--- src/common/eagsc_cfg.svh ---
// Purpose: Constants for the address generator and stack checker.
// Assumes: 16-bit data space, byte addressed, word aligned stack.
// Notes: Included by the package, the address calculator and the top design file.
`ifndef EAGSC_CFG_SVH
`define EAGSC_CFG_SVH
`define EAGSC_STACK_FLOOR      16'h0800
`define EAGSC_NEAR_BITS        13
`define EAGSC_FILE_MASK        16'h1FFF
`define EAGSC_WORD_STEP        16'h0002
`define EAGSC_LIMIT_ALIGN_MASK 16'hFFFE
`define EAGSC_PTR_RESET        16'h0800
`define EAGSC_SHORT_LIT_BITS   5
`define EAGSC_BRANCH_LIT_BITS  16
`define EAGSC_DISABLE_LIT_BITS 14
`define EAGSC_IDX_BITS         4
`define EAGSC_DEFAULT_DEFAULT_WORKING_REGISTER     4'h0
`define EAGSC_SP_IDX           4'hF
`endif

--- src/common/eagsc_pkg.sv ---
// Purpose: Types for the address generator and stack checker.
// Assumes: Constants come from eagsc_cfg.svh.
// Notes: Mode codes are chosen freely by the decoder interface.
`include "eagsc_cfg.svh"
package eagsc_pkg;
   typedef enum logic [2:0] {
      EAGSC_MODE_FILE   = 3'h0,
      EAGSC_MODE_IND    = 3'h1,
      EAGSC_MODE_POST   = 3'h2,
      EAGSC_MODE_PRE    = 3'h3,
      EAGSC_MODE_INDEX  = 3'h4,
      EAGSC_MODE_LITOFF = 3'h5,
      EAGSC_MODE_PUSH   = 3'h6,
      EAGSC_MODE_POP    = 3'h7
   } eagsc_mode_e;
   typedef enum logic [1:0] {
      EAGSC_PUSH_DATA = 2'h0,
      EAGSC_PUSH_CALL = 2'h1,
      EAGSC_PUSH_EXC  = 2'h2
   } eagsc_push_e;
   typedef enum logic [1:0] {
      EAGSC_ST_IDLE  = 2'b00,
      EAGSC_ST_TRAP  = 2'b01,
      EAGSC_ST_HOLD  = 2'b11
   } eagsc_state_e;
   typedef logic [15:0] eagsc_word_t;
endpackage

--- src/hdl/eagsc_ea_calc.sv ---
// Purpose: Combinational effective address and pointer update for one operand.
// Assumes: Pointer and offset values are read from the register file by the caller.
// Notes: Modifier is a signed byte step supplied by the decoder.
`timescale 1ns/1ps
`default_nettype none
`include "eagsc_cfg.svh"
module eagsc_ea_calc (
   // Operand select
   input  wire logic [2:0]  mode,
   input  wire logic [12:0] file_addr,
   input  wire logic        full_space,
   input  wire logic [15:0] file_full_addr,
   // Operand values
   input  wire logic [15:0] ptr_val,
   input  wire logic [15:0] offs_val,
   input  wire logic [15:0] literal,
   input  wire logic [15:0] modifier,
   // Results
   output logic      [15:0] ea,
   output logic      [15:0] ptr_next,
   output logic             ptr_write
);
   always_comb begin
      ea        = ptr_val;
      ptr_next  = ptr_val;
      ptr_write = 1'b0;
      case (eagsc_pkg::eagsc_mode_e'(mode))
         eagsc_pkg::EAGSC_MODE_FILE: begin
            // The data transfer form may reach the whole space.
            ea = full_space ? file_full_addr : {3'h0, file_addr};
         end
         eagsc_pkg::EAGSC_MODE_IND: begin
            ea = ptr_val;
         end
         eagsc_pkg::EAGSC_MODE_POST: begin
            ea        = ptr_val;
            ptr_next  = ptr_val + modifier;
            ptr_write = 1'b1;
         end
         eagsc_pkg::EAGSC_MODE_PRE: begin
            ea        = ptr_val + modifier;
            ptr_next  = ptr_val + modifier;
            ptr_write = 1'b1;
         end
         eagsc_pkg::EAGSC_MODE_INDEX: begin
            ea = ptr_val + offs_val;
         end
         eagsc_pkg::EAGSC_MODE_LITOFF: begin
            ea = ptr_val + literal;
         end
         eagsc_pkg::EAGSC_MODE_PUSH: begin
            ea        = ptr_val;
            ptr_next  = ptr_val + `EAGSC_WORD_STEP;
            ptr_write = 1'b1;
         end
         eagsc_pkg::EAGSC_MODE_POP: begin
            ea        = ptr_val - `EAGSC_WORD_STEP;
            ptr_next  = ptr_val - `EAGSC_WORD_STEP;
            ptr_write = 1'b1;
         end
         default: begin
            ea = ptr_val;
         end
      endcase
   end
endmodule
`default_nettype wire

--- src/hdl/eagsc_push_fmt.sv ---
// Purpose: Forms the low and high words of a program counter push.
// Assumes: Program counter is 23 bits wide with bit 0 clear.
// Notes: Data pushes pass the write data through unchanged.
`timescale 1ns/1ps
`default_nettype none
module eagsc_push_fmt (
   // Push kind and sources
   input  wire logic [1:0]  kind,
   input  wire logic [22:0] pc,
   input  wire logic [7:0]  status_low_byte,
   input  wire logic [15:0] data_in,
   input  wire logic        high_half,
   // Word to store
   output logic      [15:0] push_word
);
   always_comb begin
      case (eagsc_pkg::eagsc_push_e'(kind))
         eagsc_pkg::EAGSC_PUSH_CALL: begin
            push_word = high_half ? {9'h000, pc[22:16]} : pc[15:0];
         end
         eagsc_pkg::EAGSC_PUSH_EXC: begin
            push_word = high_half ? {status_low_byte, 1'b0, pc[22:16]} : pc[15:0];
         end
         default: begin
            push_word = data_in;
         end
      endcase
   end
endmodule
`default_nettype wire

--- src/hdl/eagsc_top.sv ---
// Purpose: Effective address generation and software stack limit checking.
// Assumes: Decoder presents one operand request per cycle with req high.
// Notes: Holds the stack pointer and its limit; other working registers stay outside.
`timescale 1ns/1ps
`default_nettype none
`include "eagsc_cfg.svh"
// Behaviour
// - Stack pointer holds the next free word; stack grows upward.
// - Push writes then increments; pop decrements then reads.
// - Call push zero-extends the upper program counter bits.
// - Exception push puts the status low byte above the upper counter bits.
// - Limit is not reset; its bit zero always reads and acts as zero.
// - Every address formed with the stack pointer as the pointer register is checked against the limit.
// - Push at the limit is fine; the next push traps.
// - A stack pointer address below the floor raises an underflow stack trap.
// - File direct uses a 13-bit field covering the low 8192 bytes.
// - File results go to the file register or the default working register.
// - Three-operand first operand is a base register; second register, memory or literal.
// - Register indirect address equals the pointer contents.
// - Post-modified uses the pointer, then steps it by a constant.
// - Pre-modified steps the pointer by a signed constant, then uses it.
// - Indexed address is pointer plus base offset register.
// - Literal-offset address is pointer plus instruction literal.
// - Data transfer shares one 4-bit offset register field for both sides.
// - Data transfer file form reaches the whole data space.
// - Branch carries a 16-bit signed literal; interrupt disable a 14-bit literal.
module eagsc_top (
   // Clock and reset
   input  wire logic        core_clk,
   input  wire logic        srst,
   // Operand request from the decoder
   input  wire logic        req,
   input  wire logic [2:0]  mode,
   input  wire logic [3:0]  ptr_sel,
   input  wire logic [3:0]  offs_sel,
   input  wire logic [12:0] file_addr,
   input  wire logic        full_space,
   input  wire logic [15:0] file_full_addr,
   input  wire logic [15:0] ptr_val_ext,
   input  wire logic [15:0] offs_val_ext,
   input  wire logic [15:0] literal,
   input  wire logic [15:0] modifier,
   input  wire logic        dest_is_default_working_register,
   // Three-operand and literal fields
   input  wire logic        op2_kind_lit,
   input  wire logic [4:0]  short_lit,
   input  wire logic [15:0] branch_lit,
   input  wire logic [13:0] disable_lit,
   // Push formatting
   input  wire logic [1:0]  push_kind,
   input  wire logic        push_high,
   input  wire logic [22:0] pc,
   input  wire logic [7:0]  status_low_byte,
   input  wire logic [15:0] push_data,
   // Stack limit write
   input  wire logic        limit_we,
   input  wire logic [15:0] limit_wdata,
   // Memory access
   output logic             mem_valid,
   output logic             mem_write,
   output logic      [15:0] mem_addr,
   output logic      [15:0] mem_wdata,
   // Pointer write back and result destination
   output logic             ptr_we,
   output logic      [3:0]  ptr_wsel,
   output logic      [15:0] ptr_wdata,
   output logic      [3:0]  result_sel,
   output logic             result_to_file,
   // Literals for the datapath
   output logic      [15:0] op2_literal,
   output logic      [15:0] branch_offset,
   output logic      [15:0] disable_count,
   // State
   output logic      [15:0] stack_pointer_register,
   output logic      [15:0] stack_limit_register,
   output logic             stack_trap
);
   logic [15:0] sp_q;
   logic [15:0] limit_q;
   logic        trap_q;
   logic [15:0] ptr_val;
   logic [15:0] offs_val;
   logic [15:0] ea;
   logic [15:0] ptr_next;
   logic        ptr_write;
   logic [15:0] push_word;
   logic        uses_sp;
   logic        is_push;
   logic        is_pop;
   logic        over_err;
   logic        under_err;
   logic        stack_err;
   logic        addr_q_valid;
   eagsc_pkg::eagsc_state_e state_q;

   function automatic logic is_sp(input logic [3:0] sel);
      is_sp = (sel == `EAGSC_SP_IDX);
   endfunction

   // The stack pointer is kept here so the check sees its live value.
   assign uses_sp  = is_sp(ptr_sel) && (mode != 3'(eagsc_pkg::EAGSC_MODE_FILE));
   assign ptr_val  = uses_sp ? sp_q : ptr_val_ext;
   // One offset field serves source and destination alike.
   assign offs_val = is_sp(offs_sel) ? sp_q : offs_val_ext;
   assign is_push  = (mode == 3'(eagsc_pkg::EAGSC_MODE_PUSH));
   assign is_pop   = (mode == 3'(eagsc_pkg::EAGSC_MODE_POP));

   eagsc_ea_calc u_calc (
      .mode           (mode),
      .file_addr      (file_addr),
      .full_space     (full_space),
      .file_full_addr (file_full_addr),
      .ptr_val        (ptr_val),
      .offs_val       (offs_val),
      .literal        (literal),
      .modifier       (modifier),
      .ea             (ea),
      .ptr_next       (ptr_next),
      .ptr_write      (ptr_write)
   );

   eagsc_push_fmt u_fmt (
      .kind            (push_kind),
      .pc              (pc),
      .status_low_byte (status_low_byte),
      .data_in         (push_data),
      .high_half       (push_high),
      .push_word       (push_word)
   );

   // A push whose address passes the limit traps, so a push at the limit is allowed.
   assign over_err  = req && uses_sp && (ea > limit_q);
   assign under_err = req && uses_sp && (ea < `EAGSC_STACK_FLOOR);
   assign stack_err = over_err || under_err;

   // Stack pointer update, blocked on error so the frame is not corrupted.
   always_ff @(posedge core_clk) begin
      if (srst) begin
         sp_q <= `EAGSC_PTR_RESET;
      end else if (req && uses_sp && ptr_write && !stack_err) begin
         sp_q <= ptr_next & `EAGSC_LIMIT_ALIGN_MASK;
      end
   end

   // Limit has no reset; bit zero is stored as zero.
   // A stack access one cycle after the write already compares against the new value.
   always_ff @(posedge core_clk) begin
      if (limit_we) begin
         limit_q <= limit_wdata & `EAGSC_LIMIT_ALIGN_MASK;
      end
   end

   // Trap state: one pulse, then hold off until the stack error clears.
   // The hold state keeps a decoder that repeats a faulting access from trapping each cycle.
   always_ff @(posedge core_clk) begin
      if (srst) begin
         state_q <= eagsc_pkg::EAGSC_ST_IDLE;
      end else begin
         case (state_q)
            eagsc_pkg::EAGSC_ST_IDLE: begin
               if (stack_err) begin
                  state_q <= eagsc_pkg::EAGSC_ST_TRAP;
               end
            end
            eagsc_pkg::EAGSC_ST_TRAP: begin
               if (stack_err) begin
                  state_q <= eagsc_pkg::EAGSC_ST_HOLD;
               end else begin
                  state_q <= eagsc_pkg::EAGSC_ST_IDLE;
               end
            end
            eagsc_pkg::EAGSC_ST_HOLD: begin
               if (!stack_err) begin
                  state_q <= eagsc_pkg::EAGSC_ST_IDLE;
               end
            end
            default: begin
               state_q <= eagsc_pkg::EAGSC_ST_IDLE;
            end
         endcase
      end
   end

   always_ff @(posedge core_clk) begin
      if (srst) begin
         trap_q <= 1'b0;
      end else begin
         trap_q <= stack_err && (state_q == eagsc_pkg::EAGSC_ST_IDLE);
      end
   end

   // Registered memory request; a stack error suppresses it.
   always_ff @(posedge core_clk) begin
      if (srst) begin
         addr_q_valid <= 1'b0;
         mem_write    <= 1'b0;
      end else begin
         addr_q_valid <= req && !stack_err;
         mem_write    <= req && is_push;
      end
   end

   // Address and write data follow the inputs even when no access is made.
   always_ff @(posedge core_clk) begin
      if (srst) begin
         mem_addr  <= 16'h0000;
         mem_wdata <= 16'h0000;
      end else begin
         mem_addr  <= ea;
         mem_wdata <= push_word;
      end
   end

   // Pointer write back for registers held outside.
   always_ff @(posedge core_clk) begin
      if (srst) begin
         ptr_we    <= 1'b0;
         ptr_wsel  <= 4'h0;
         ptr_wdata <= 16'h0000;
      end else begin
         ptr_we    <= req && ptr_write && !uses_sp;
         ptr_wsel  <= ptr_sel;
         ptr_wdata <= ptr_next;
      end
   end

   // Result destination; a multiply picks its register pair outside this block.
   always_ff @(posedge core_clk) begin
      if (srst) begin
         result_sel     <= `EAGSC_DEFAULT_DEFAULT_WORKING_REGISTER;
         result_to_file <= 1'b0;
      end else begin
         result_sel     <= `EAGSC_DEFAULT_DEFAULT_WORKING_REGISTER;
         result_to_file <= !dest_is_default_working_register;
      end
   end

   // Literal fields handed to the datapath.
   always_ff @(posedge core_clk) begin
      if (srst) begin
         op2_literal    <= 16'h0000;
         branch_offset  <= 16'h0000;
         disable_count  <= 16'h0000;
      end else begin
         op2_literal    <= op2_kind_lit ? {11'h000, short_lit} : offs_val;
         branch_offset  <= branch_lit;
         disable_count  <= {2'h0, disable_lit};
      end
   end

   assign mem_valid              = addr_q_valid;
   assign stack_pointer_register = sp_q;
   assign stack_limit_register   = limit_q;
   assign stack_trap             = trap_q;

   // Checks.
   sp_align_a: assert property (@(posedge core_clk) disable iff (srst)
      sp_q[0] == 1'b0) else $error("stack pointer not word aligned");
   push_step_a: assert property (@(posedge core_clk) disable iff (srst)
      (req && is_push && uses_sp && !stack_err) |=> sp_q == $past(sp_q) + 16'h0002)
      else $error("push did not step pointer");
   pop_addr_a: assert property (@(posedge core_clk) disable iff (srst)
      (req && mode == 3'h7 && uses_sp && !stack_err) |=> mem_addr == $past(sp_q) - 16'h0002)
      else $error("pop address wrong");
   limit_lsb_a: assert property (@(posedge core_clk) disable iff (srst)
      $past(limit_we) |-> limit_q == ($past(limit_wdata) & 16'hFFFE))
      else $error("limit write lost or bit zero set");
   over_trap_a: assert property (@(posedge core_clk) disable iff (srst)
      (req && is_push && uses_sp && sp_q > limit_q && sp_q >= 16'h0800
       && state_q == eagsc_pkg::EAGSC_ST_IDLE) |=> stack_trap)
      else $error("overflow push without trap");
   at_limit_a: assert property (@(posedge core_clk) disable iff (srst)
      (req && is_push && uses_sp && sp_q == limit_q && sp_q >= 16'h0800) |=> !mem_valid == 1'b0)
      else $error("push at limit refused");
   under_trap_a: assert property (@(posedge core_clk) disable iff (srst)
      (req && uses_sp && ea < 16'h0800) |=> !mem_valid) else $error("underflow not suppressed");
   trap_pulse_a: assert property (@(posedge core_clk) disable iff (srst)
      stack_trap |=> !stack_trap) else $error("trap longer than one cycle");
   file_addr_a: assert property (@(posedge core_clk) disable iff (srst)
      (req && mode == 3'h0 && !full_space) |=> mem_addr[15:13] == 3'h0)
      else $error("file address outside near space");
   call_msb_a: assert property (@(posedge core_clk) disable iff (srst)
      (req && is_push && push_kind == 2'h1 && push_high) |=> mem_wdata[15] == 1'b0)
      else $error("call push top bit set");
   exc_srl_a: assert property (@(posedge core_clk) disable iff (srst)
      (req && is_push && push_kind == 2'h2 && push_high)
      |=> mem_wdata[15:8] == $past(status_low_byte)) else $error("exception push lost status");

   // Addressing modes through pointers held outside.
   ind_addr_a: assert property (@(posedge core_clk) disable iff (srst)
      (req && mode == 3'h1 && !uses_sp)
      |=> mem_addr == $past(ptr_val_ext))
      else $error("indirect address wrong");
   post_step_a: assert property (@(posedge core_clk) disable iff (srst)
      (req && mode == 3'h2 && !uses_sp)
      |=> mem_addr == $past(ptr_val_ext)
          && ptr_wdata == $past(ptr_val_ext) + $past(modifier))
      else $error("post-modified access wrong");
   pre_step_a: assert property (@(posedge core_clk) disable iff (srst)
      (req && mode == 3'h3 && !uses_sp)
      |=> mem_addr == $past(ptr_val_ext) + $past(modifier)
          && ptr_wdata == mem_addr)
      else $error("pre-modified access wrong");
   index_addr_a: assert property (@(posedge core_clk) disable iff (srst)
      (req && mode == 3'h4 && !uses_sp && !is_sp(offs_sel))
      |=> mem_addr == $past(ptr_val_ext) + $past(offs_val_ext))
      else $error("indexed address wrong");
   litoff_addr_a: assert property (@(posedge core_clk) disable iff (srst)
      (req && mode == 3'h5 && !uses_sp)
      |=> mem_addr == $past(ptr_val_ext) + $past(literal))
      else $error("literal offset address wrong");

   // Stack bounds, traps and fields passed through.
   pop_step_a: assert property (@(posedge core_clk) disable iff (srst)
      (req && is_pop && uses_sp && !stack_err)
      |=> sp_q == $past(sp_q) - 16'h0002)
      else $error("pop did not step pointer");
   over_block_a: assert property (@(posedge core_clk) disable iff (srst)
      (req && uses_sp && ea > limit_q)
      |=> !mem_valid && sp_q == $past(sp_q))
      else $error("access past limit not blocked");
   err_hold_a: assert property (@(posedge core_clk) disable iff (srst)
      stack_err |=> !mem_valid && sp_q == $past(sp_q))
      else $error("stack error let access through");
   sp_private_a: assert property (@(posedge core_clk) disable iff (srst)
      ptr_we |-> ptr_wsel != `EAGSC_SP_IDX)
      else $error("stack pointer written back outside");
   lit_pass_a: assert property (@(posedge core_clk) disable iff (srst)
      !srst |=> disable_count == {2'h0, $past(disable_lit)}
          && branch_offset == $past(branch_lit))
      else $error("literal field not passed");
   dest_sel_a: assert property (@(posedge core_clk) disable iff (srst)
      !srst |=> result_to_file == !$past(dest_is_default_working_register) && result_sel == `EAGSC_DEFAULT_DEFAULT_WORKING_REGISTER)
      else $error("result destination wrong");
   op2_lit_a: assert property (@(posedge core_clk) disable iff (srst)
      (!srst && op2_kind_lit) |=> op2_literal == {11'h000, $past(short_lit)})
      else $error("short literal operand wrong");

   push_ok_c: cover property (@(posedge core_clk) disable iff (srst)
      req && is_push && uses_sp && !stack_err);
   over_c: cover property (@(posedge core_clk) disable iff (srst) over_err);
   under_c: cover property (@(posedge core_clk) disable iff (srst) under_err);
   index_c: cover property (@(posedge core_clk) disable iff (srst)
      req && mode == 3'h4);
   trap_c: cover property (@(posedge core_clk) disable iff (srst) stack_trap);
endmodule
`default_nettype wire

--- config.mk ---
export PLATFORM = sky130hd
export DESIGN_NAME = eagsc_top
export DESIGN_NICKNAME = d
export VERILOG_FILES = /design/src/common/eagsc_pkg.sv /design/src/hdl/eagsc_ea_calc.sv /design/src/hdl/eagsc_push_fmt.sv /design/src/hdl/eagsc_top.sv
export VERILOG_INCLUDE_DIRS = /design/src /design/src/common
export SDC_FILE = /design/constraint.sdc
export NUM_CORES = 1
export LEC_CHECK = 0
export BUFFER_PORTS_ARGS = -buffer_cell sky130_fd_sc_hd__buf_2
export CAP_MARGIN = 40
export CORE_ASPECT_RATIO = 0.6
export CORE_MARGIN = 5
export CORE_UTILIZATION = 50
export CTS_CLUSTER_SIZE = 12
export DETAILED_ROUTE_END_ITERATION = 12
export GPL_TIMING_DRIVEN = 0
export PLACE_DENSITY_LB_ADDON = 0.2
export SYNTH_ARGS = -nofsm -noshare
export SYNTH_HDL_FRONTEND = slang
export SYNTH_SLANG_ARGS = --single-unit
--- constraint.sdc ---
create_clock -name core_clk -period 8.2 [get_ports core_clk]
set_clock_uncertainty 0.15 [all_clocks]
set_input_delay 1.23 -clock core_clk [delete_from_list [all_inputs] [get_ports core_clk]]
set_output_delay 1.23 -clock core_clk [all_outputs]
set_load 0.005 [all_outputs]
# After elaboration in Yosys (flattened, before gate mapping)
# Index checks and enable logic that the tools add are counted.
[totals] ff_bits=137 out_inout_bits=141 elab_cells=76
[op_classes] n_addsub=5 n_lt_le_gt_ge=2 n_eq_ne=15 mux=14 n_reduce_logical=23
[ops] operator="16-bit one-hot mux with 6 select lines" n=1
[ops] operator="16-bit 2-to-1 mux" n=5
[ops] operator="16-bit adder" n=3
[ops] operator="16-bit one-hot mux with 3 select lines" n=1
[ops] operator="16-bit one-hot mux with 2 select lines" n=1
[ops] operator="16-bit by 2-bit adder with 16-bit output, second input constant" n=1
[ops] operator="16-bit > comparator" n=1
[ops] operator="16-bit by 12-bit < comparator with 1-bit output, second input constant" n=1
[ops] operator="16-bit by 2-bit subtractor with 16-bit output, second input constant" n=1
[ops] operator="3-bit equality test, second input constant" n=4
[ops] operator="1-bit logical AND" n=11
[ops] operator="4-bit equality test, second input constant" n=2
[ops] operator="3-bit by 2-bit equality test with 1-bit output, second input constant" n=2
[ops] operator="2-bit 2-to-1 mux" n=3
[ops] operator="2-bit one-hot mux with 3 select lines" n=1
[ops] operator="5-bit 2-to-1 mux" n=1
[ops] operator="2-bit by 1-bit equality test with 1-bit output, second input constant" n=2
[ops] operator="2-bit equality test, second input constant" n=2
[ops] operator="2-bit != test, second input constant" n=2
[ops] operator="2-bit OR reduction" n=2
[ops] operator="4-bit OR reduction" n=1
[ops] operator="3-bit by 1-bit equality test with 1-bit output, second input constant" n=1
[ops] operator="1-bit zero test" n=3
[ops] operator="3-bit zero test" n=1
[ops] operator="6 further kinds" n=6

# Logic depth before layout (Yosys ltp)
[depth] depth_word=10 depth_mapped=28 depth_no_buf=25

# Cells and area by module
# From an unflattened synthesis, not the netlist that was laid out.
[unflattened] cells_unflattened=969 hier_area_um2=8518.2
[modules_own_cells] mod="eagsc_top" instances=1 cells_per_inst=396 area_each_um2=4693.3
[modules_own_cells] mod="eagsc_ea_calc" instances=1 cells_per_inst=505 area_each_um2=3408.3
[modules_own_cells] mod="eagsc_push_fmt" instances=1 cells_per_inst=68 area_each_um2=416.6

# Worst setup path after synthesis
# OpenSTA, ideal clock, no wires.
[synth_path] path_type="input to register" startpoint="input port mode[2]" endpoint="register sp_q[10], in the netlist stack_pointer_register[10]" setup_ps=121 arrival_time_ps=6361 required_time_ps=7929 path_slack_ps=1568 stages=28 cell_sequence="or3_4 -> buf_6 -> nand2_8 -> buf_12 -> mux2i_1 -> inv_1 -> ha_1 -> and2_1 -> o21ai_0 -> a221oi_1 -> nor3_1 -> a21o_1 -> a21oi_1 -> a311oi_1 -> xnor2_1 -> nand2_1 -> a22oi_1 -> ha_1 -> a21o_1 -> a21o_1 -> a21oi_1 -> o21ai_0 -> a21oi_1 -> a31o_2 -> nand4_1 -> a31oi_4 -> buf_4 -> mux2_4"
[synth_via] elab_chain_cells=10
[synth_rtl] item="from (decl)" line="eagsc_top.sv:33" text="input wire logic [2:0] mode,"
[synth_rtl] item="3-bit nonzero test" line="eagsc_top.sv:101" text="assign uses_sp = is_sp(ptr_sel) && (mode != 3'(eagsc_pkg::EAGSC_MODE_FILE));"
[synth_rtl] item="1-bit logical AND" line="eagsc_top.sv:101"
[synth_rtl] item="16-bit 2-to-1 mux" line="eagsc_top.sv:102" text="assign ptr_val = uses_sp ? sp_q : ptr_val_ext;"
[synth_rtl] item="16-bit by 2-bit subtractor with 16-bit output (no source line), or another cell as far along"
[synth_rtl] item="16-bit one-hot mux with 6 select lines (*)" line="eagsc_ea_calc.sv:27" text="case (eagsc_pkg::eagsc_mode_e'(mode))"
[synth_rtl] item="via ea[9]" line="eagsc_top.sv:83" text="logic [15:0] ea;"
[synth_rtl] item="16-bit > comparator / 16-bit by 12-bit < comparator with 1-bit output (equally long branches)"
[synth_rtl] item="1-bit logical AND (on tied branches)" line="eagsc_top.sv:132, eagsc_top.sv:133"
[synth_rtl] item="1-bit logical OR (*)" line="eagsc_top.sv:134" text="assign stack_err = over_err || under_err;"
[synth_rtl] item="1-bit zero test (*)" line="eagsc_top.sv:140" text="end else if (req && uses_sp && ptr_write && !stack_err) begin"
[synth_rtl] item="1-bit logical AND (*)" line="eagsc_top.sv:140"
[synth_rtl] item="to (signal assigned)" line="eagsc_top.sv:139" text="sp_q <= `EAGSC_PTR_RESET;"
[synth_rtl] item="to (signal assigned)" line="eagsc_top.sv:141" text="sp_q <= ptr_next & `EAGSC_LIMIT_ALIGN_MASK;"
[synth_rtl] item="to (decl)" line="eagsc_top.sv:78" text="logic [15:0] sp_q;"
# The timed path passes the listed nets; every way through them passes the cells marked *.
# A chain may end at the register's enable or synchronous reset.

# Final worst setup path
[layout_path] startpoint="input port mode[2]" endpoint="register sp_q[13], in the netlist stack_pointer_register[13]"
# The elaborated chain is that of the path after synthesis.

==> run summary <==
Yosys reg bits -> 135
Util after Layout -> 66.48%
WP data arrival -> 8140 ps
largest net degree at the start of global routing -> 17
synthesized area -> 8899 um^2
area grow syn2layout -> 29.34%
I/O pin cnt -> 353
Worst-Skew Late Latency -> 430 ps
total global routing track utilization -> 36.45%
Pint -> 1.349 mW
Final Wtd Congestion -> 1.047
total power -> 2.065 mW
Post-synth ARST share -> 0%
Synth Flop Type -> dfxtp_1
Peak supply drop -> 0.1309 mV
Clock power frac -> 36.2%
Vert. Die Dim -> 113.3 um
clock sink count -> 135
Synth cell types -> 83
first-pass GRT wire length -> 57340 um
Synth top area share -> 27.00%
Setup crit start kind -> input pin
IO buf count -> 340
# H-tree levels -> 4
Area contributors post-synth -> dfxtp_1 (27%), ha_1 (6.7%), mux2i_1 (5.7%)
Slew Limit Fails -> 0
antenna violations before repair -> 2
RSZ-0062 raised after global routing -> false
YS warnings -> 0
dpl hpwl -> 31860 um
DRC Markers -> 0
num rows -> 37
sequential fraction of the synthesis area -> 32.06%
sw frac -> 34.67%
drt first pass iters -> 6
net switching power -> 715.8 uW
EDFF count, synth -> 15
Final ANT Viol Nets -> 0
number of max-cap violations -> 0
die area -> 20650 um^2
Fmax achieved -> 125.4 MHz
worst min-delay path class -> reg2reg
Lkg Pwr -> 5.580 nW
Final #Nets -> 1703
Comb pwr share -> 28.7%
CTS tree -> built
Worst-path clk slew -> 70 ps
number of setup buffers added after CTS -> 0
initial DRC count -> 1442
Crit. End Element -> register
core region area -> 17310 um^2
share of cells above drive strength 1 -> 29.88%
mean area per synthesized cell -> 8.270 um^2
Longest Clk Path Bufs -> 2
actual slew at the worst max-slew pin -> 1022 ps
Flop pwr share -> 35.1%
PwrDens -> 179.4 nW/um^2
global route overflow -> 0
drt wl/cell -> 23.39 um
cts repair resizes -> 0
crit path time final -> 7976 ps
die width -> 182.2 um
# hold bufs at CTS -> 0
critical path required time -> 8370 ps
cts bufs inserted -> 17
Final setup viols -> 0
Post-Synthesis Cells -> 1076
period utilization -> 97.27%
Vias/cell -> 6.008
Initial Util -> 51.39%
via count -> 10.17k
Hold Slack -> 337.9 ps
status -> finished clean
setup tns final -> 0 ps
placed instance area -> 10920 um^2
post-route design area -> 11510 um^2
Root Driver -> clkbuf_16
Hold Vio Cnt, Final -> 0
Slew headroom -> 31.62%
CP Class -> in2reg
Total Wirelength -> 39580 um
vias in the first global route -> 9554
Synth area leader -> dfxtp_1
worst-path maximum fanout -> 10
==> cell usage after synthesis, types with 17 or more instances <==
library cell  instances
nor2_1              121
dfxtp_1             120
a21oi_1              85
nand2_1              80
clkbuf_1             51
mux2i_1              51
nor2b_1              51
ha_1                 48
inv_1                47
o21ai_0              41
nand3_1              24
a221oi_1             23
nor3_1               22
xnor2_1              22
a21o_1               18
a22oi_1              17
==> power by group through the flow <==
stage / sequential, mW / combinational, mW / clock (mW)
2_1_floorplan: 0.743 / 0.327 / 0
3_3_place_gp: 0.737 / 0.558 / 0
3_5_place_dp: 0.738 / 0.565 / 0
4_1_cts: 0.724 / 0.570 / 0.750
5_1_grt: 0.727 / 0.636 / 0.784
6_report: 0.724 / 0.593 / 0.748
==> cell type report <==
class | count | area (um^2)
buffer | 67 | 315.3
tap | 234 | 292.8
antenna | 2 | 5.005
clock inverter | 14 | 133.9
clock buffer | 18 | 439.2
multi-input combinational | 830 | 5573
sequential | 135 | 2853
inverter | 51 | 191.4
timing repair buffer | 341 | 1707
fill | 1528 | 5804
==> worst max-delay path, cell delays in order <==
cell,delay (ps)
buf_2,120
or3_4,400
buf_6,170
nand2_8,80
buf_12,150
mux2i_1,710
inv_1,350
ha_1,470
nand3_1,140
a211o_1,350
a211oi_1,590
o21ai_0,350
a211o_1,360
nand2_1,60
o21a_1,320
inv_1,110
ha_1,310
a21o_1,170
a21oi_1,140
o21ai_0,100
a21oi_1,120
a31o_2,160
nand4_1,150
a31oi_4,340
buf_4,320
mux2_4,320
==> registers in the layout (all words and copies together), names as in the netlist <==
register                count
branch_offset              16
disable_count              14
mem_addr                   16
mem_valid                   1
mem_wdata                  16
mem_write                   1
op2_literal                16
ptr_wdata                  16
ptr_we                      1
ptr_wsel                    4
result_to_file              1
stack_limit_register       15
stack_pointer_register     15
stack_trap                  1
state_q                     2
==> cells by family (layout without fill, tap and decap cells) <==
group / Yosys count / after routing / share of synthesized area [%]
simple gates: 382 / 382 / 21.44
other cells: 1 / 10 / 0.04214
mux: 75 / 75 / 9.125
xor+xnor: 33 / 33 / 3.248
compound gates: 283 / 283 / 21.56
fa+ha+maj: 49 / 49 / 6.862
buf+inv: 118 / 491 / 5.666
flops: 135 / 135 / 32.06
==> placed cells by master (no fill, tap or decap), types with 7 or more instances in the layout <==
cell / instances
xnor2_1: 22
nor2b_1: 51
o22ai_1: 11
clkbuf_16: 17
inv_1: 47
dfxtp_1: 120
and2_1: 15
or4_1: 7
ha_1: 48
edfxtp_1: 15
a31oi_1: 7
nand4_1: 13
mux2_2: 15
buf_2: 344
o21ai_0: 41
a221oi_1: 23
a211oi_1: 12
a22oi_1: 17
nor3_1: 21
nor2_1: 121
clkbuf_1: 49
nand3_1: 24
a21oi_1: 85
mux2_4: 7
buf_4: 9
mux2i_1: 51
or3_1: 9
conb_1: 8
xor2_1: 11
nand2_1: 80
a21o_1: 18
==> worst paths after layout <==
kind | slack, ps | cells after the start | from | endpoint
worst max register to register | 1610 | 21 | stack_pointer_register[3] | stack_pointer_register[13]
worst max-delay path | 220 | 26 | mode[2] | stack_pointer_register[13]
worst min-delay path | 340 | 2 | state_q[0] | state_q[1]
worst min register to register | 340 | 2 | state_q[0] | state_q[1]
==> layer usage <==
metal / part of all wire, % / global-route usage (%)
met1: 41 / 50.11
met2: 41 / 51.43
met3: 15 / 16.13
met4: 2.7 / 10.94
met5: 0 / 0
==> through the flow <==
step / instances / setup WS (ps)
after floorplan: 1083 / 1568
after global placement: 1657 / -103.2
after detailed placement: 1658 / -198.0
after CTS: 1690 / 278.0
after global routing: 1692 / 65.83
final: 1692 / 223.9
Note: power is estimated with default switching activity, not from simulation.
